--- src/pkg/decoder_regs.vh ---
// Constants for the fourteen-bit instruction decoder
`ifndef DECODER_REGS_VH
`define DECODER_REGS_VH

// Instruction word geometry
`define WORD_W              14
`define FILE_ADDR_W         7
`define LIT_W               11
`define OP_W                6

// Timing
`define OSC_PER_CYCLE       3'h4
`define PHASE_LAST          2'h3

// Indirect file register addresses
`define INDIRECT_ADDR0      7'h00
`define INDIRECT_ADDR1      7'h01

// Operation codes
`define OP_NO_OPERATION             6'h00
`define OP_SOFT_RESET               6'h01
`define OP_SUB_RETURN               6'h02
`define OP_RETURN_FROM_INTERRUPT    6'h03
`define OP_CALL_BY_WORK_REG         6'h04
`define OP_BRANCH_BY_WORK_REG       6'h05
`define OP_POINTER_LOAD             6'h06
`define OP_POINTER_STORE            6'h07
`define OP_LOAD_BANK_SELECT         6'h08
`define OP_LOAD_OPTION              6'h09
`define OP_ENTER_STANDBY            6'h0a
`define OP_WATCHDOG_CLEAR           6'h0b
`define OP_LOAD_DIRECTION_REG       6'h0c
`define OP_MOVE_W_TO_REG            6'h0d
`define OP_CLEAR_WORK_REG           6'h0e
`define OP_CLEAR_REG                6'h0f
`define OP_SUB_W_FROM_REG           6'h10
`define OP_DECREMENT_REG            6'h11
`define OP_OR_W_WITH_REG            6'h12
`define OP_AND_W_WITH_REG           6'h13
`define OP_XOR_W_WITH_REG           6'h14
`define OP_ADD_W_TO_REG             6'h15
`define OP_MOVE_REG                 6'h16
`define OP_COMPLEMENT_REG           6'h17
`define OP_INCREMENT_REG            6'h18
`define OP_DECREMENT_SKIP_ZERO      6'h19
`define OP_ROTATE_RIGHT_CARRY       6'h1a
`define OP_ROTATE_LEFT_CARRY        6'h1b
`define OP_SWAP_NIBBLES             6'h1c
`define OP_INCREMENT_SKIP_ZERO      6'h1d
`define OP_BIT_CLEAR_OP             6'h1e
`define OP_BIT_SET_OP               6'h1f
`define OP_BIT_TEST_SKIP_CLEAR      6'h20
`define OP_BIT_TEST_SKIP_SET        6'h21
`define OP_ABS_CALL                 6'h22
`define OP_ABSOLUTE_JUMP            6'h23
`define OP_MOVE_LITERAL             6'h24
`define OP_POINTER_ADD              6'h25
`define OP_LOAD_PC_LATCH            6'h26
`define OP_RELATIVE_BRANCH          6'h27
`define OP_RETURN_WITH_LITERAL      6'h28
`define OP_LOGIC_SHIFT_LEFT_REG     6'h29
`define OP_LOGIC_SHIFT_RIGHT_REG    6'h2a
`define OP_ARITH_SHIFT_RIGHT_REG    6'h2b
`define OP_OR_LITERAL               6'h2c
`define OP_AND_LITERAL              6'h2d
`define OP_XOR_LITERAL              6'h2e
`define OP_SUBTRACT_WITH_BORROW     6'h2f
`define OP_SUBTRACT_FROM_LITERAL    6'h30
`define OP_ADD_W_REG_CARRY          6'h31
`define OP_ADD_LITERAL              6'h32
`define OP_INDEXED_LOAD             6'h33
`define OP_INDEXED_STORE            6'h34
`define OP_UNDEFINED                6'h35

`endif

--- src/verilog/cycle_phase_counter.v ---
// Divides the oscillator clock into four-phase instruction cycles
`timescale 1ns/1ps
`include "decoder_regs.vh"
module cycle_phase_counter
(
  // Clock and reset
  input  wire       clock,
  input  wire       reset_n,
  // Phase outputs
  output wire [1:0] phase,
  output wire       cycle_end
);

  reg [1:0] phase_q;
  wire [1:0] phase_d;

  assign phase_d   = phase_q + 2'h1;
  assign phase     = phase_q;
  assign cycle_end = (phase_q == `PHASE_LAST);

  always @(posedge clock or negedge reset_n)
  begin
    if (!reset_n)
      phase_q <= 2'h0;
    else
      phase_q <= phase_d;
  end

endmodule // cycle_phase_counter

--- src/verilog/instruction_decoder.v ---
// Fourteen-bit instruction decoder with instruction-cycle timing
//
// Behaviour
// - Each 14-bit word holds opcode and all operands; no operand fetch.
// - One instruction cycle is four oscillator clocks.
// - Absolute call and call through working register take two cycles.
// - Interrupt return, literal return and plain return take two cycles.
// - Absolute jump, relative branch, branch by working register take two cycles.
// - Skips and PC-writing ops take one cycle, two when condition true.
// - Indirect access with pointer MSB set adds one instruction cycle.
// - File-register instructions read the register first, then store result.
// - Destination bit 0 selects working register, 1 selects file register.
// - File address is seven bits in the word's low bits.
// - Decode byte operations add, add carry, and, shifts, complement, dec, inc.
// - Decode or, move, rotates, borrow subtract, swap, xor, both clears.
// - Decrement and increment skip-if-zero write result and skip on zero.
// - Bit operations use 01, two-bit op, bit index 9:7, address.
// - Decode the six eight-bit literal operations by their prefixes.
// - Decode bank-select load and program-counter latch load literals.
// - Decode relative branch and branch by working register.
// - Decode absolute call, absolute jump and call through working register.
// - Decode interrupt return, plain return and return with literal.
// - Decode no-op, soft reset, option load, watchdog, standby, direction load.
// - Only watchdog clear and standby touch time-out and power-down flags.
// - Decode pointer add, pointer moves with modes and indexed moves.
`timescale 1ns/1ps
`include "decoder_regs.vh"
module instruction_decoder
(
  // Clock and reset
  input  wire                    clock,
  input  wire                    reset_n,
  // Program memory word
  input  wire [`WORD_W-1:0]      instr_word,
  output wire                    fetch_take,
  // Datapath feedback
  input  wire [1:0]              pointer_msb,
  input  wire                    branch_cond,
  // Cycle timing
  output wire [1:0]              phase,
  output wire                    cycle_end,
  output wire                    busy,
  output reg                     idle_cycle_q,
  output reg  [1:0]              base_cycles_q,
  // Decoded operation
  output reg  [`OP_W-1:0]        op_q,
  output reg  [`FILE_ADDR_W-1:0] file_addr_q,
  output reg  [2:0]              bit_index_q,
  output reg  [`LIT_W-1:0]       literal_q,
  output reg                     pointer_sel_q,
  output reg  [1:0]              pointer_mode_q,
  output reg                     reads_file_q,
  output reg                     dest_is_file_q,
  output reg                     dest_is_work_q,
  output reg                     indirect_q,
  // Status flag update enables
  output reg                     upd_carry_q,
  output reg                     upd_digit_carry_q,
  output reg                     upd_zero_q,
  output reg                     upd_timeout_powerdown_q
);

  ////////////////////////////////////////////////////////////////////////////
  // Phase divider

  cycle_phase_counter u_phase
  (
    .clock     (clock),
    .reset_n   (reset_n),
    .phase     (phase),
    .cycle_end (cycle_end)
  );

  ////////////////////////////////////////////////////////////////////////////
  // Opcode match

  reg [`OP_W-1:0] op_d;

  always @*
  begin
    op_d = `OP_UNDEFINED;
    casez (instr_word)
      14'b00_0000_0000_0000: op_d = `OP_NO_OPERATION;
      14'b00_0000_0000_0001: op_d = `OP_SOFT_RESET;
      14'b00_0000_0000_1000: op_d = `OP_SUB_RETURN;
      14'b00_0000_0000_1001: op_d = `OP_RETURN_FROM_INTERRUPT;
      14'b00_0000_0000_1010: op_d = `OP_CALL_BY_WORK_REG;
      14'b00_0000_0000_1011: op_d = `OP_BRANCH_BY_WORK_REG;
      14'b00_0000_0001_0???: op_d = `OP_POINTER_LOAD;
      14'b00_0000_0001_1???: op_d = `OP_POINTER_STORE;
      14'b00_0000_001?_????: op_d = `OP_LOAD_BANK_SELECT;
      14'b00_0000_0110_0010: op_d = `OP_LOAD_OPTION;
      14'b00_0000_0110_0011: op_d = `OP_ENTER_STANDBY;
      14'b00_0000_0110_0100: op_d = `OP_WATCHDOG_CLEAR;
      14'b00_0000_0110_0???: op_d = `OP_LOAD_DIRECTION_REG;
      14'b00_0000_1???_????: op_d = `OP_MOVE_W_TO_REG;
      14'b00_0001_0000_00??: op_d = `OP_CLEAR_WORK_REG;
      14'b00_0001_1???_????: op_d = `OP_CLEAR_REG;
      14'b00_0010_????_????: op_d = `OP_SUB_W_FROM_REG;
      14'b00_0011_????_????: op_d = `OP_DECREMENT_REG;
      14'b00_0100_????_????: op_d = `OP_OR_W_WITH_REG;
      14'b00_0101_????_????: op_d = `OP_AND_W_WITH_REG;
      14'b00_0110_????_????: op_d = `OP_XOR_W_WITH_REG;
      14'b00_0111_????_????: op_d = `OP_ADD_W_TO_REG;
      14'b00_1000_????_????: op_d = `OP_MOVE_REG;
      14'b00_1001_????_????: op_d = `OP_COMPLEMENT_REG;
      14'b00_1010_????_????: op_d = `OP_INCREMENT_REG;
      14'b00_1011_????_????: op_d = `OP_DECREMENT_SKIP_ZERO;
      14'b00_1100_????_????: op_d = `OP_ROTATE_RIGHT_CARRY;
      14'b00_1101_????_????: op_d = `OP_ROTATE_LEFT_CARRY;
      14'b00_1110_????_????: op_d = `OP_SWAP_NIBBLES;
      14'b00_1111_????_????: op_d = `OP_INCREMENT_SKIP_ZERO;
      14'b01_00??_????_????: op_d = `OP_BIT_CLEAR_OP;
      14'b01_01??_????_????: op_d = `OP_BIT_SET_OP;
      14'b01_10??_????_????: op_d = `OP_BIT_TEST_SKIP_CLEAR;
      14'b01_11??_????_????: op_d = `OP_BIT_TEST_SKIP_SET;
      14'b10_0???_????_????: op_d = `OP_ABS_CALL;
      14'b10_1???_????_????: op_d = `OP_ABSOLUTE_JUMP;
      14'b11_0000_????_????: op_d = `OP_MOVE_LITERAL;
      14'b11_0001_0???_????: op_d = `OP_POINTER_ADD;
      14'b11_0001_1???_????: op_d = `OP_LOAD_PC_LATCH;
      14'b11_001?_????_????: op_d = `OP_RELATIVE_BRANCH;
      14'b11_0100_????_????: op_d = `OP_RETURN_WITH_LITERAL;
      14'b11_0101_????_????: op_d = `OP_LOGIC_SHIFT_LEFT_REG;
      14'b11_0110_????_????: op_d = `OP_LOGIC_SHIFT_RIGHT_REG;
      14'b11_0111_????_????: op_d = `OP_ARITH_SHIFT_RIGHT_REG;
      14'b11_1000_????_????: op_d = `OP_OR_LITERAL;
      14'b11_1001_????_????: op_d = `OP_AND_LITERAL;
      14'b11_1010_????_????: op_d = `OP_XOR_LITERAL;
      14'b11_1011_????_????: op_d = `OP_SUBTRACT_WITH_BORROW;
      14'b11_1100_????_????: op_d = `OP_SUBTRACT_FROM_LITERAL;
      14'b11_1101_????_????: op_d = `OP_ADD_W_REG_CARRY;
      14'b11_1110_????_????: op_d = `OP_ADD_LITERAL;
      14'b11_1111_0???_????: op_d = `OP_INDEXED_LOAD;
      14'b11_1111_1???_????: op_d = `OP_INDEXED_STORE;
      default:               op_d = `OP_UNDEFINED;
    endcase
  end

  ////////////////////////////////////////////////////////////////////////////
  // Operation attributes

  reg              file_op;
  reg              d_op;
  reg              fixed_file_dest;
  reg              fixed_work_dest;
  reg              cond_op;
  reg              two_cycle;
  reg              ptr_op;
  reg              f_c;
  reg              f_dc;
  reg              f_z;
  reg              f_tp;
  reg [`LIT_W-1:0] lit_d;

  always @*
  begin
    file_op         = 1'b0;
    d_op            = 1'b0;
    fixed_file_dest = 1'b0;
    fixed_work_dest = 1'b0;
    cond_op         = 1'b0;
    two_cycle       = 1'b0;
    ptr_op          = 1'b0;
    f_c             = 1'b0;
    f_dc            = 1'b0;
    f_z             = 1'b0;
    f_tp            = 1'b0;
    lit_d           = {`LIT_W{1'b0}};
    case (op_d)
      `OP_ADD_W_TO_REG, `OP_ADD_W_REG_CARRY, `OP_SUB_W_FROM_REG, `OP_SUBTRACT_WITH_BORROW:
      begin
        file_op = 1'b1;
        d_op    = 1'b1;
        f_c     = 1'b1;
        f_dc    = 1'b1;
        f_z     = 1'b1;
      end
      `OP_AND_W_WITH_REG, `OP_OR_W_WITH_REG, `OP_XOR_W_WITH_REG, `OP_MOVE_REG,
      `OP_COMPLEMENT_REG, `OP_DECREMENT_REG, `OP_INCREMENT_REG:
      begin
        file_op = 1'b1;
        d_op    = 1'b1;
        f_z     = 1'b1;
      end
      `OP_ROTATE_LEFT_CARRY, `OP_ROTATE_RIGHT_CARRY:
      begin
        file_op = 1'b1;
        d_op    = 1'b1;
        f_c     = 1'b1;
      end
      `OP_LOGIC_SHIFT_LEFT_REG, `OP_LOGIC_SHIFT_RIGHT_REG, `OP_ARITH_SHIFT_RIGHT_REG:
      begin
        file_op = 1'b1;
        d_op    = 1'b1;
        f_c     = 1'b1;
        f_z     = 1'b1;
      end
      `OP_SWAP_NIBBLES:
      begin
        file_op = 1'b1;
        d_op    = 1'b1;
      end
      `OP_DECREMENT_SKIP_ZERO, `OP_INCREMENT_SKIP_ZERO:
      begin
        file_op = 1'b1;
        d_op    = 1'b1;
        cond_op = 1'b1;
      end
      `OP_CLEAR_REG:
      begin
        file_op         = 1'b1;
        fixed_file_dest = 1'b1;
        f_z             = 1'b1;
      end
      `OP_MOVE_W_TO_REG, `OP_BIT_CLEAR_OP, `OP_BIT_SET_OP:
      begin
        file_op         = 1'b1;
        fixed_file_dest = 1'b1;
      end
      `OP_BIT_TEST_SKIP_CLEAR, `OP_BIT_TEST_SKIP_SET:
      begin
        file_op = 1'b1;
        cond_op = 1'b1;
      end
      `OP_CLEAR_WORK_REG:
      begin
        fixed_work_dest = 1'b1;
        f_z             = 1'b1;
      end
      `OP_ADD_LITERAL, `OP_SUBTRACT_FROM_LITERAL:
      begin
        fixed_work_dest = 1'b1;
        f_c             = 1'b1;
        f_dc            = 1'b1;
        f_z             = 1'b1;
        lit_d           = {3'h0, instr_word[7:0]};
      end
      `OP_AND_LITERAL, `OP_OR_LITERAL, `OP_XOR_LITERAL:
      begin
        fixed_work_dest = 1'b1;
        f_z             = 1'b1;
        lit_d           = {3'h0, instr_word[7:0]};
      end
      `OP_MOVE_LITERAL:
      begin
        fixed_work_dest = 1'b1;
        lit_d           = {3'h0, instr_word[7:0]};
      end
      `OP_RETURN_WITH_LITERAL:
      begin
        fixed_work_dest = 1'b1;
        two_cycle       = 1'b1;
        lit_d           = {3'h0, instr_word[7:0]};
      end
      `OP_LOAD_BANK_SELECT:
        lit_d = {6'h00, instr_word[4:0]};
      `OP_LOAD_PC_LATCH:
        lit_d = {4'h0, instr_word[6:0]};
      `OP_RELATIVE_BRANCH:
      begin
        two_cycle = 1'b1;
        lit_d     = {{2{instr_word[8]}}, instr_word[8:0]};
      end
      `OP_ABS_CALL, `OP_ABSOLUTE_JUMP:
      begin
        two_cycle = 1'b1;
        lit_d     = instr_word[10:0];
      end
      `OP_CALL_BY_WORK_REG, `OP_SUB_RETURN, `OP_RETURN_FROM_INTERRUPT,
      `OP_BRANCH_BY_WORK_REG:
        two_cycle = 1'b1;
      `OP_WATCHDOG_CLEAR, `OP_ENTER_STANDBY:
        f_tp = 1'b1;
      `OP_LOAD_DIRECTION_REG:
        lit_d = {8'h00, instr_word[2:0]};
      `OP_POINTER_ADD:
      begin
        ptr_op = 1'b1;
        lit_d  = {{5{instr_word[5]}}, instr_word[5:0]};
      end
      `OP_POINTER_LOAD:
      begin
        ptr_op          = 1'b1;
        fixed_work_dest = 1'b1;
        f_z             = 1'b1;
      end
      `OP_INDEXED_LOAD:
      begin
        ptr_op          = 1'b1;
        fixed_work_dest = 1'b1;
        f_z             = 1'b1;
        lit_d           = {{5{instr_word[5]}}, instr_word[5:0]};
      end
      `OP_POINTER_STORE:
        ptr_op = 1'b1;
      `OP_INDEXED_STORE:
      begin
        ptr_op = 1'b1;
        lit_d  = {{5{instr_word[5]}}, instr_word[5:0]};
      end
      default:
        lit_d = {`LIT_W{1'b0}};
    endcase
  end

  ////////////////////////////////////////////////////////////////////////////
  // Destination, indirection and cycle count

  wire       dest_file_d;
  wire       dest_work_d;
  wire       ind_file_d;
  wire       ind_ptr_d;
  wire       ptr_sel_d;
  wire       indirect_d;
  wire       pc_cond_d;
  wire [1:0] cycles_d;

  assign dest_file_d = fixed_file_dest | (d_op & instr_word[7]);
  assign dest_work_d = fixed_work_dest | (d_op & ~instr_word[7]);
  assign ind_file_d  = file_op & ((instr_word[6:0] == `INDIRECT_ADDR0) |
                                  (instr_word[6:0] == `INDIRECT_ADDR1));
  assign ind_ptr_d   = ptr_op & (op_d != `OP_POINTER_ADD);
  assign ptr_sel_d   = file_op ? instr_word[0] :
                       ((op_d == `OP_POINTER_LOAD) | (op_d == `OP_POINTER_STORE)) ?
                       instr_word[2] : instr_word[6];
  assign indirect_d  = (ind_file_d | ind_ptr_d) & pointer_msb[ptr_sel_d];
  assign pc_cond_d   = cond_op | dest_file_d;
  assign cycles_d    = (two_cycle ? 2'h2 : 2'h1) + {1'b0, indirect_d};

  ////////////////////////////////////////////////////////////////////////////
  // Instruction cycle sequencer

  reg  [1:0] remain_q;
  reg        first_q;
  reg        pc_cond_q;
  reg  [1:0] remain_d;
  wire       skip_now;

  assign skip_now   = first_q & pc_cond_q & branch_cond;
  assign busy       = (remain_q != 2'h0) | skip_now;
  assign fetch_take = cycle_end & ~busy;

  always @*
  begin
    remain_d = remain_q;
    if (fetch_take)
      remain_d = cycles_d - 2'h1;
    else if (cycle_end)
      remain_d = remain_q - 2'h1 + {1'b0, skip_now};
  end

  always @(posedge clock or negedge reset_n)
  begin
    if (!reset_n)
    begin
      remain_q     <= 2'h0;
      first_q      <= 1'b0;
      pc_cond_q    <= 1'b0;
      idle_cycle_q <= 1'b0;
    end
    else if (cycle_end)
    begin
      remain_q     <= remain_d;
      first_q      <= fetch_take;
      pc_cond_q    <= fetch_take ? pc_cond_d : 1'b0;
      idle_cycle_q <= ~fetch_take;
    end
  end

  ////////////////////////////////////////////////////////////////////////////
  // Decoded operation registers

  always @(posedge clock or negedge reset_n)
  begin
    if (!reset_n)
    begin
      op_q                    <= `OP_NO_OPERATION;
      file_addr_q             <= {`FILE_ADDR_W{1'b0}};
      bit_index_q             <= 3'h0;
      literal_q               <= {`LIT_W{1'b0}};
      pointer_sel_q           <= 1'b0;
      pointer_mode_q          <= 2'h0;
      reads_file_q            <= 1'b0;
      dest_is_file_q          <= 1'b0;
      dest_is_work_q          <= 1'b0;
      indirect_q              <= 1'b0;
      base_cycles_q           <= 2'h1;
      upd_carry_q             <= 1'b0;
      upd_digit_carry_q       <= 1'b0;
      upd_zero_q              <= 1'b0;
      upd_timeout_powerdown_q <= 1'b0;
    end
    else if (fetch_take)
    begin
      op_q                    <= op_d;
      file_addr_q             <= file_op ? instr_word[6:0] : {`FILE_ADDR_W{1'b0}};
      bit_index_q             <= instr_word[9:7];
      literal_q               <= lit_d;
      pointer_sel_q           <= ptr_sel_d;
      pointer_mode_q          <= instr_word[1:0];
      reads_file_q            <= file_op;
      dest_is_file_q          <= dest_file_d;
      dest_is_work_q          <= dest_work_d;
      indirect_q              <= indirect_d;
      base_cycles_q           <= cycles_d;
      upd_carry_q             <= f_c;
      upd_digit_carry_q       <= f_dc;
      upd_zero_q              <= f_z;
      upd_timeout_powerdown_q <= f_tp;
    end
  end

endmodule // instruction_decoder

--- config.mk ---
export PLATFORM = sky130hd
export DESIGN_NAME = instruction_decoder
export DESIGN_NICKNAME = d
export VERILOG_FILES = /design/src/verilog/cycle_phase_counter.v /design/src/verilog/instruction_decoder.v
export VERILOG_INCLUDE_DIRS = /design/src /design/src/pkg
export SDC_FILE = /design/constraint.sdc
export NUM_CORES = 1
export LEC_CHECK = 0
export BUFFER_PORTS_ARGS = -buffer_cell sky130_fd_sc_hd__buf_2
export CORE_MARGIN = 4
export CORE_UTILIZATION = 35
export CTS_BUF_LIST = sky130_fd_sc_hd__clkbuf_16
export CTS_CLUSTER_SIZE = 12
export DETAILED_ROUTE_END_ITERATION = 10
export PLACE_DENSITY = 0.61
export SYNTH_ARGS = -nofsm -noshare
export SYNTH_HDL_FRONTEND = slang
export SYNTH_SLANG_ARGS = --single-unit
--- constraint.sdc ---
create_clock -name clock -period 3.3 [get_ports clock]
set_clock_uncertainty 0.15 [all_clocks]
set_input_delay 0.66 -clock clock [delete_from_list [all_inputs] [get_ports clock]]
set_output_delay 0.66 -clock clock [all_outputs]
set_load 0.01 [all_outputs]
==> out/results.tsv <==
metric	value	unit
max_freq	249	MHz
worst_slack	-0.718	ns
core_area	8890	um^2
synth_top_flop_cell	dfrtp_1	
dp_cells	669	
startpoint_type	input port	
grtUsageTotal	0.199	
rows	34	
cts_tree	built	
p_leak	2.35	nW
cts_hold_buf	0	
combinationalPowerShare	0.396	
final_cell_mix	buf_4 (126), nand2_1 (73), buf_2 (62), dfrtp_1 (46), o21ai_0 (34)	
worst-path-buf-inv	1	
totalWireLength	11100	um
crit_slowest_cell	or4b_4	
fp.dieW	104	um
drt_iter0_drc	317	
place_ws	-1.02	ns
yosysWarnings	0	
p_seq_frac	0.374	
p_int	0.00161	W
switching_power	0.000866	W
period_minus_slack	4.02	ns
worstPathArrival	4.03	ns
gp_congestion	0.893	
htreeDepth	2	
worst_pin_slew	1.01	ns
antenna_found_initial	0	
start_util	0.365	
synth_cells	407	
wl_per_cell	16.2	um
ys_seq_elements	47	
placed_area	4480	um^2
p_total	0.00248	W
antenna_cells	0	
powerDensity	508	nW/um^2
drv_cap	0	
p_sw_frac	0.349	
die_height	104	um
via_per_inst	5.36	
via_count	3671	
cts_made_buffers	5	
hold_viol	0	
syn_area	3240	um^2
crit_top_cell	a21oi_2	
status	complete, but fails checks	
grt_pass1_wl	18100	um
grt_overflow	0	
drtAntennaViolNets	0	
synth-edff-count	0	
slowest_delay	0.59	ns
clk_latency	0.28	ns
drive_gt1_frac	0.409	
dp_hpwl	8670	um
ir_worst_vdd	271	uV
finalNetCount	599	
design_area	4880	um^2
ctsLongestPathBuffers	2	
root_buffer	clkbuf_16	
crit_path_max_fanout	4	
synth_seq_area_share	0.363	
worstSetupEndpointType	register	
io_pins	65	
synth_cell_types	69	
syn-num-nets	430	
rsz0062_at_grt	yes	
setup_viol	12	
hold_class	register to register	
grt_max_degree	53	
synth_area_per_cell	7.97	um^2
postSynth.asyncResetShare	1.00	
path_clk_slew	0.06	ns
p_clk_frac	0.230	
critPathTopFamily	simple AND/OR/NAND/NOR gates	
violations	negative setup slack	
period_share	1.22	
crit_type	input port to register	
drc	0	
tns	-3.59	ns
critical_path.cell_chain	buf_6, or4_4, or4b_4, a21oi_4, nor4b_2, a22oi_2, o31ai_2, and4b_2, mux2i_4, mux2i_1, or2_1, ha_4, a21oi_2, a21oi_2	
slew_headroom	0.327	
drt-pass1-iter-count	5	
crit_required	3.31	ns
slew_violations	0	
io_buffers	64	
grt_pass1_vias	3501	
final_common_cell	buf_4	
die_area	10900	um^2
clkSinkCount	47	
final_cells	685	
syn_to_final_growth	50.4	%
==> registers in the layout (all words and copies together), names as in the netlist, 2 cells and up <==
signal          count
literal_q          11
file_addr_q         7
op_q                6
bit_index_q         3
base_cycles_q       2
pointer_mode_q      2
remain_q            2
u_phase.phase       2
==> routing by layer <==
metal	vias up	track usage	wire length (um)
met5	-	0	0
met4	0	0.0389	113
met3	9	0.0267	649
met2	126	0.306	5070
met1	1732	0.299	5260
li1	1804	-	-
==> worst reg2reg max path, stage by stage, from the launching register on <==
cell,delay (ns)
dfrtp_1,0.37
ha_1,0.41
nand2_1,0.29
a41o_1,0.32
a211oi_4,0.25
nand2_1,0.08
o32a_1,0.28
==> final cells by class <==
type,count,area [um^2]
clock buffers,5,125
clock inverters,3,43.8
fillers,857,4010
inverters,15,56.3
multi-input cells,315,2040
flip-flops and latches,47,1180
well taps,108,135
repair buffers,192,1300
==> Yosys cell counts, types with 7 or more instances <==
library cell | instances | area, um^2
o21ai_0 | 41 | 205
a211oi_1 | 7 | 52.6
nor2_1 | 28 | 105
inv_1 | 14 | 52.6
clkbuf_1 | 22 | 82.6
dfrtp_1 | 46 | 1150
a21oi_1 | 17 | 85.1
nor3_1 | 11 | 55.1
nand3_1 | 8 | 40.0
o21a_1 | 7 | 52.6
nor2b_1 | 9 | 56.3
nand2_1 | 73 | 274
==> power groups by stage <==
stage / combinational (W) / clock, W / sequential, W
2_1_floorplan: 0.000365 / 0 / 0.00103
3_3_place_gp: 0.000912 / 0 / 0.000930
3_5_place_dp: 0.000924 / 0 / 0.000938
4_1_cts: 0.000952 / 0.000580 / 0.000929
5_1_grt: 0.00109 / 0.000600 / 0.000962
6_report: 0.000981 / 0.000571 / 0.000927
==> kinds of logic (layout without fill, tap and decap cells) <==
family	count (synthesis)	after routing	share of synthesized area
fa+ha+maj	4	4	0.0154
flops	47	47	0.363
xor+xnor	3	3	0.00810
mux	3	3	0.00964
buf+inv	45	215	0.0578
simple gates	182	182	0.286
compound gates	123	123	0.260
==> worst paths after layout <==
kind | start | to | slack (ns) | depth (start not counted)
setup / recovery | instr_word[4] | remain_q[0] | -0.72 | 14
hold / removal | u_phase.phase[0] | u_phase.phase[0] | 0.31 | 1
setup reg to reg | u_phase.phase[0] | upd_zero_q | 1.05 | 6
hold reg to reg | u_phase.phase[0] | u_phase.phase[0] | 0.31 | 1
max in group asynchronous | reset_n | u_phase.phase[1] | 1.98 | 1
min in group asynchronous | reset_n | pointer_mode_q[0] | 0.40 | 1
==> timing repair <==
action / in CTS / in global routing
pin swaps: 5 / 11
buffers inserted: 5 / 3
resized for setup: 14 / 26
setup endpoints to repair: 13 / 19
==> metrics by stage <==
| stage | utilization | hold slack, ns |
|---|---|---|
| after detailed placement | 0.504 | 0.300 |
| final | 0.549 | 0.306 |
| after global placement | 0.504 | 0.286 |
| after global routing | 0.549 | 0.313 |
| after CTS | 0.534 | 0.309 |
| after floorplan | - | 0.214 |
(Power assumes the default switching activity.)
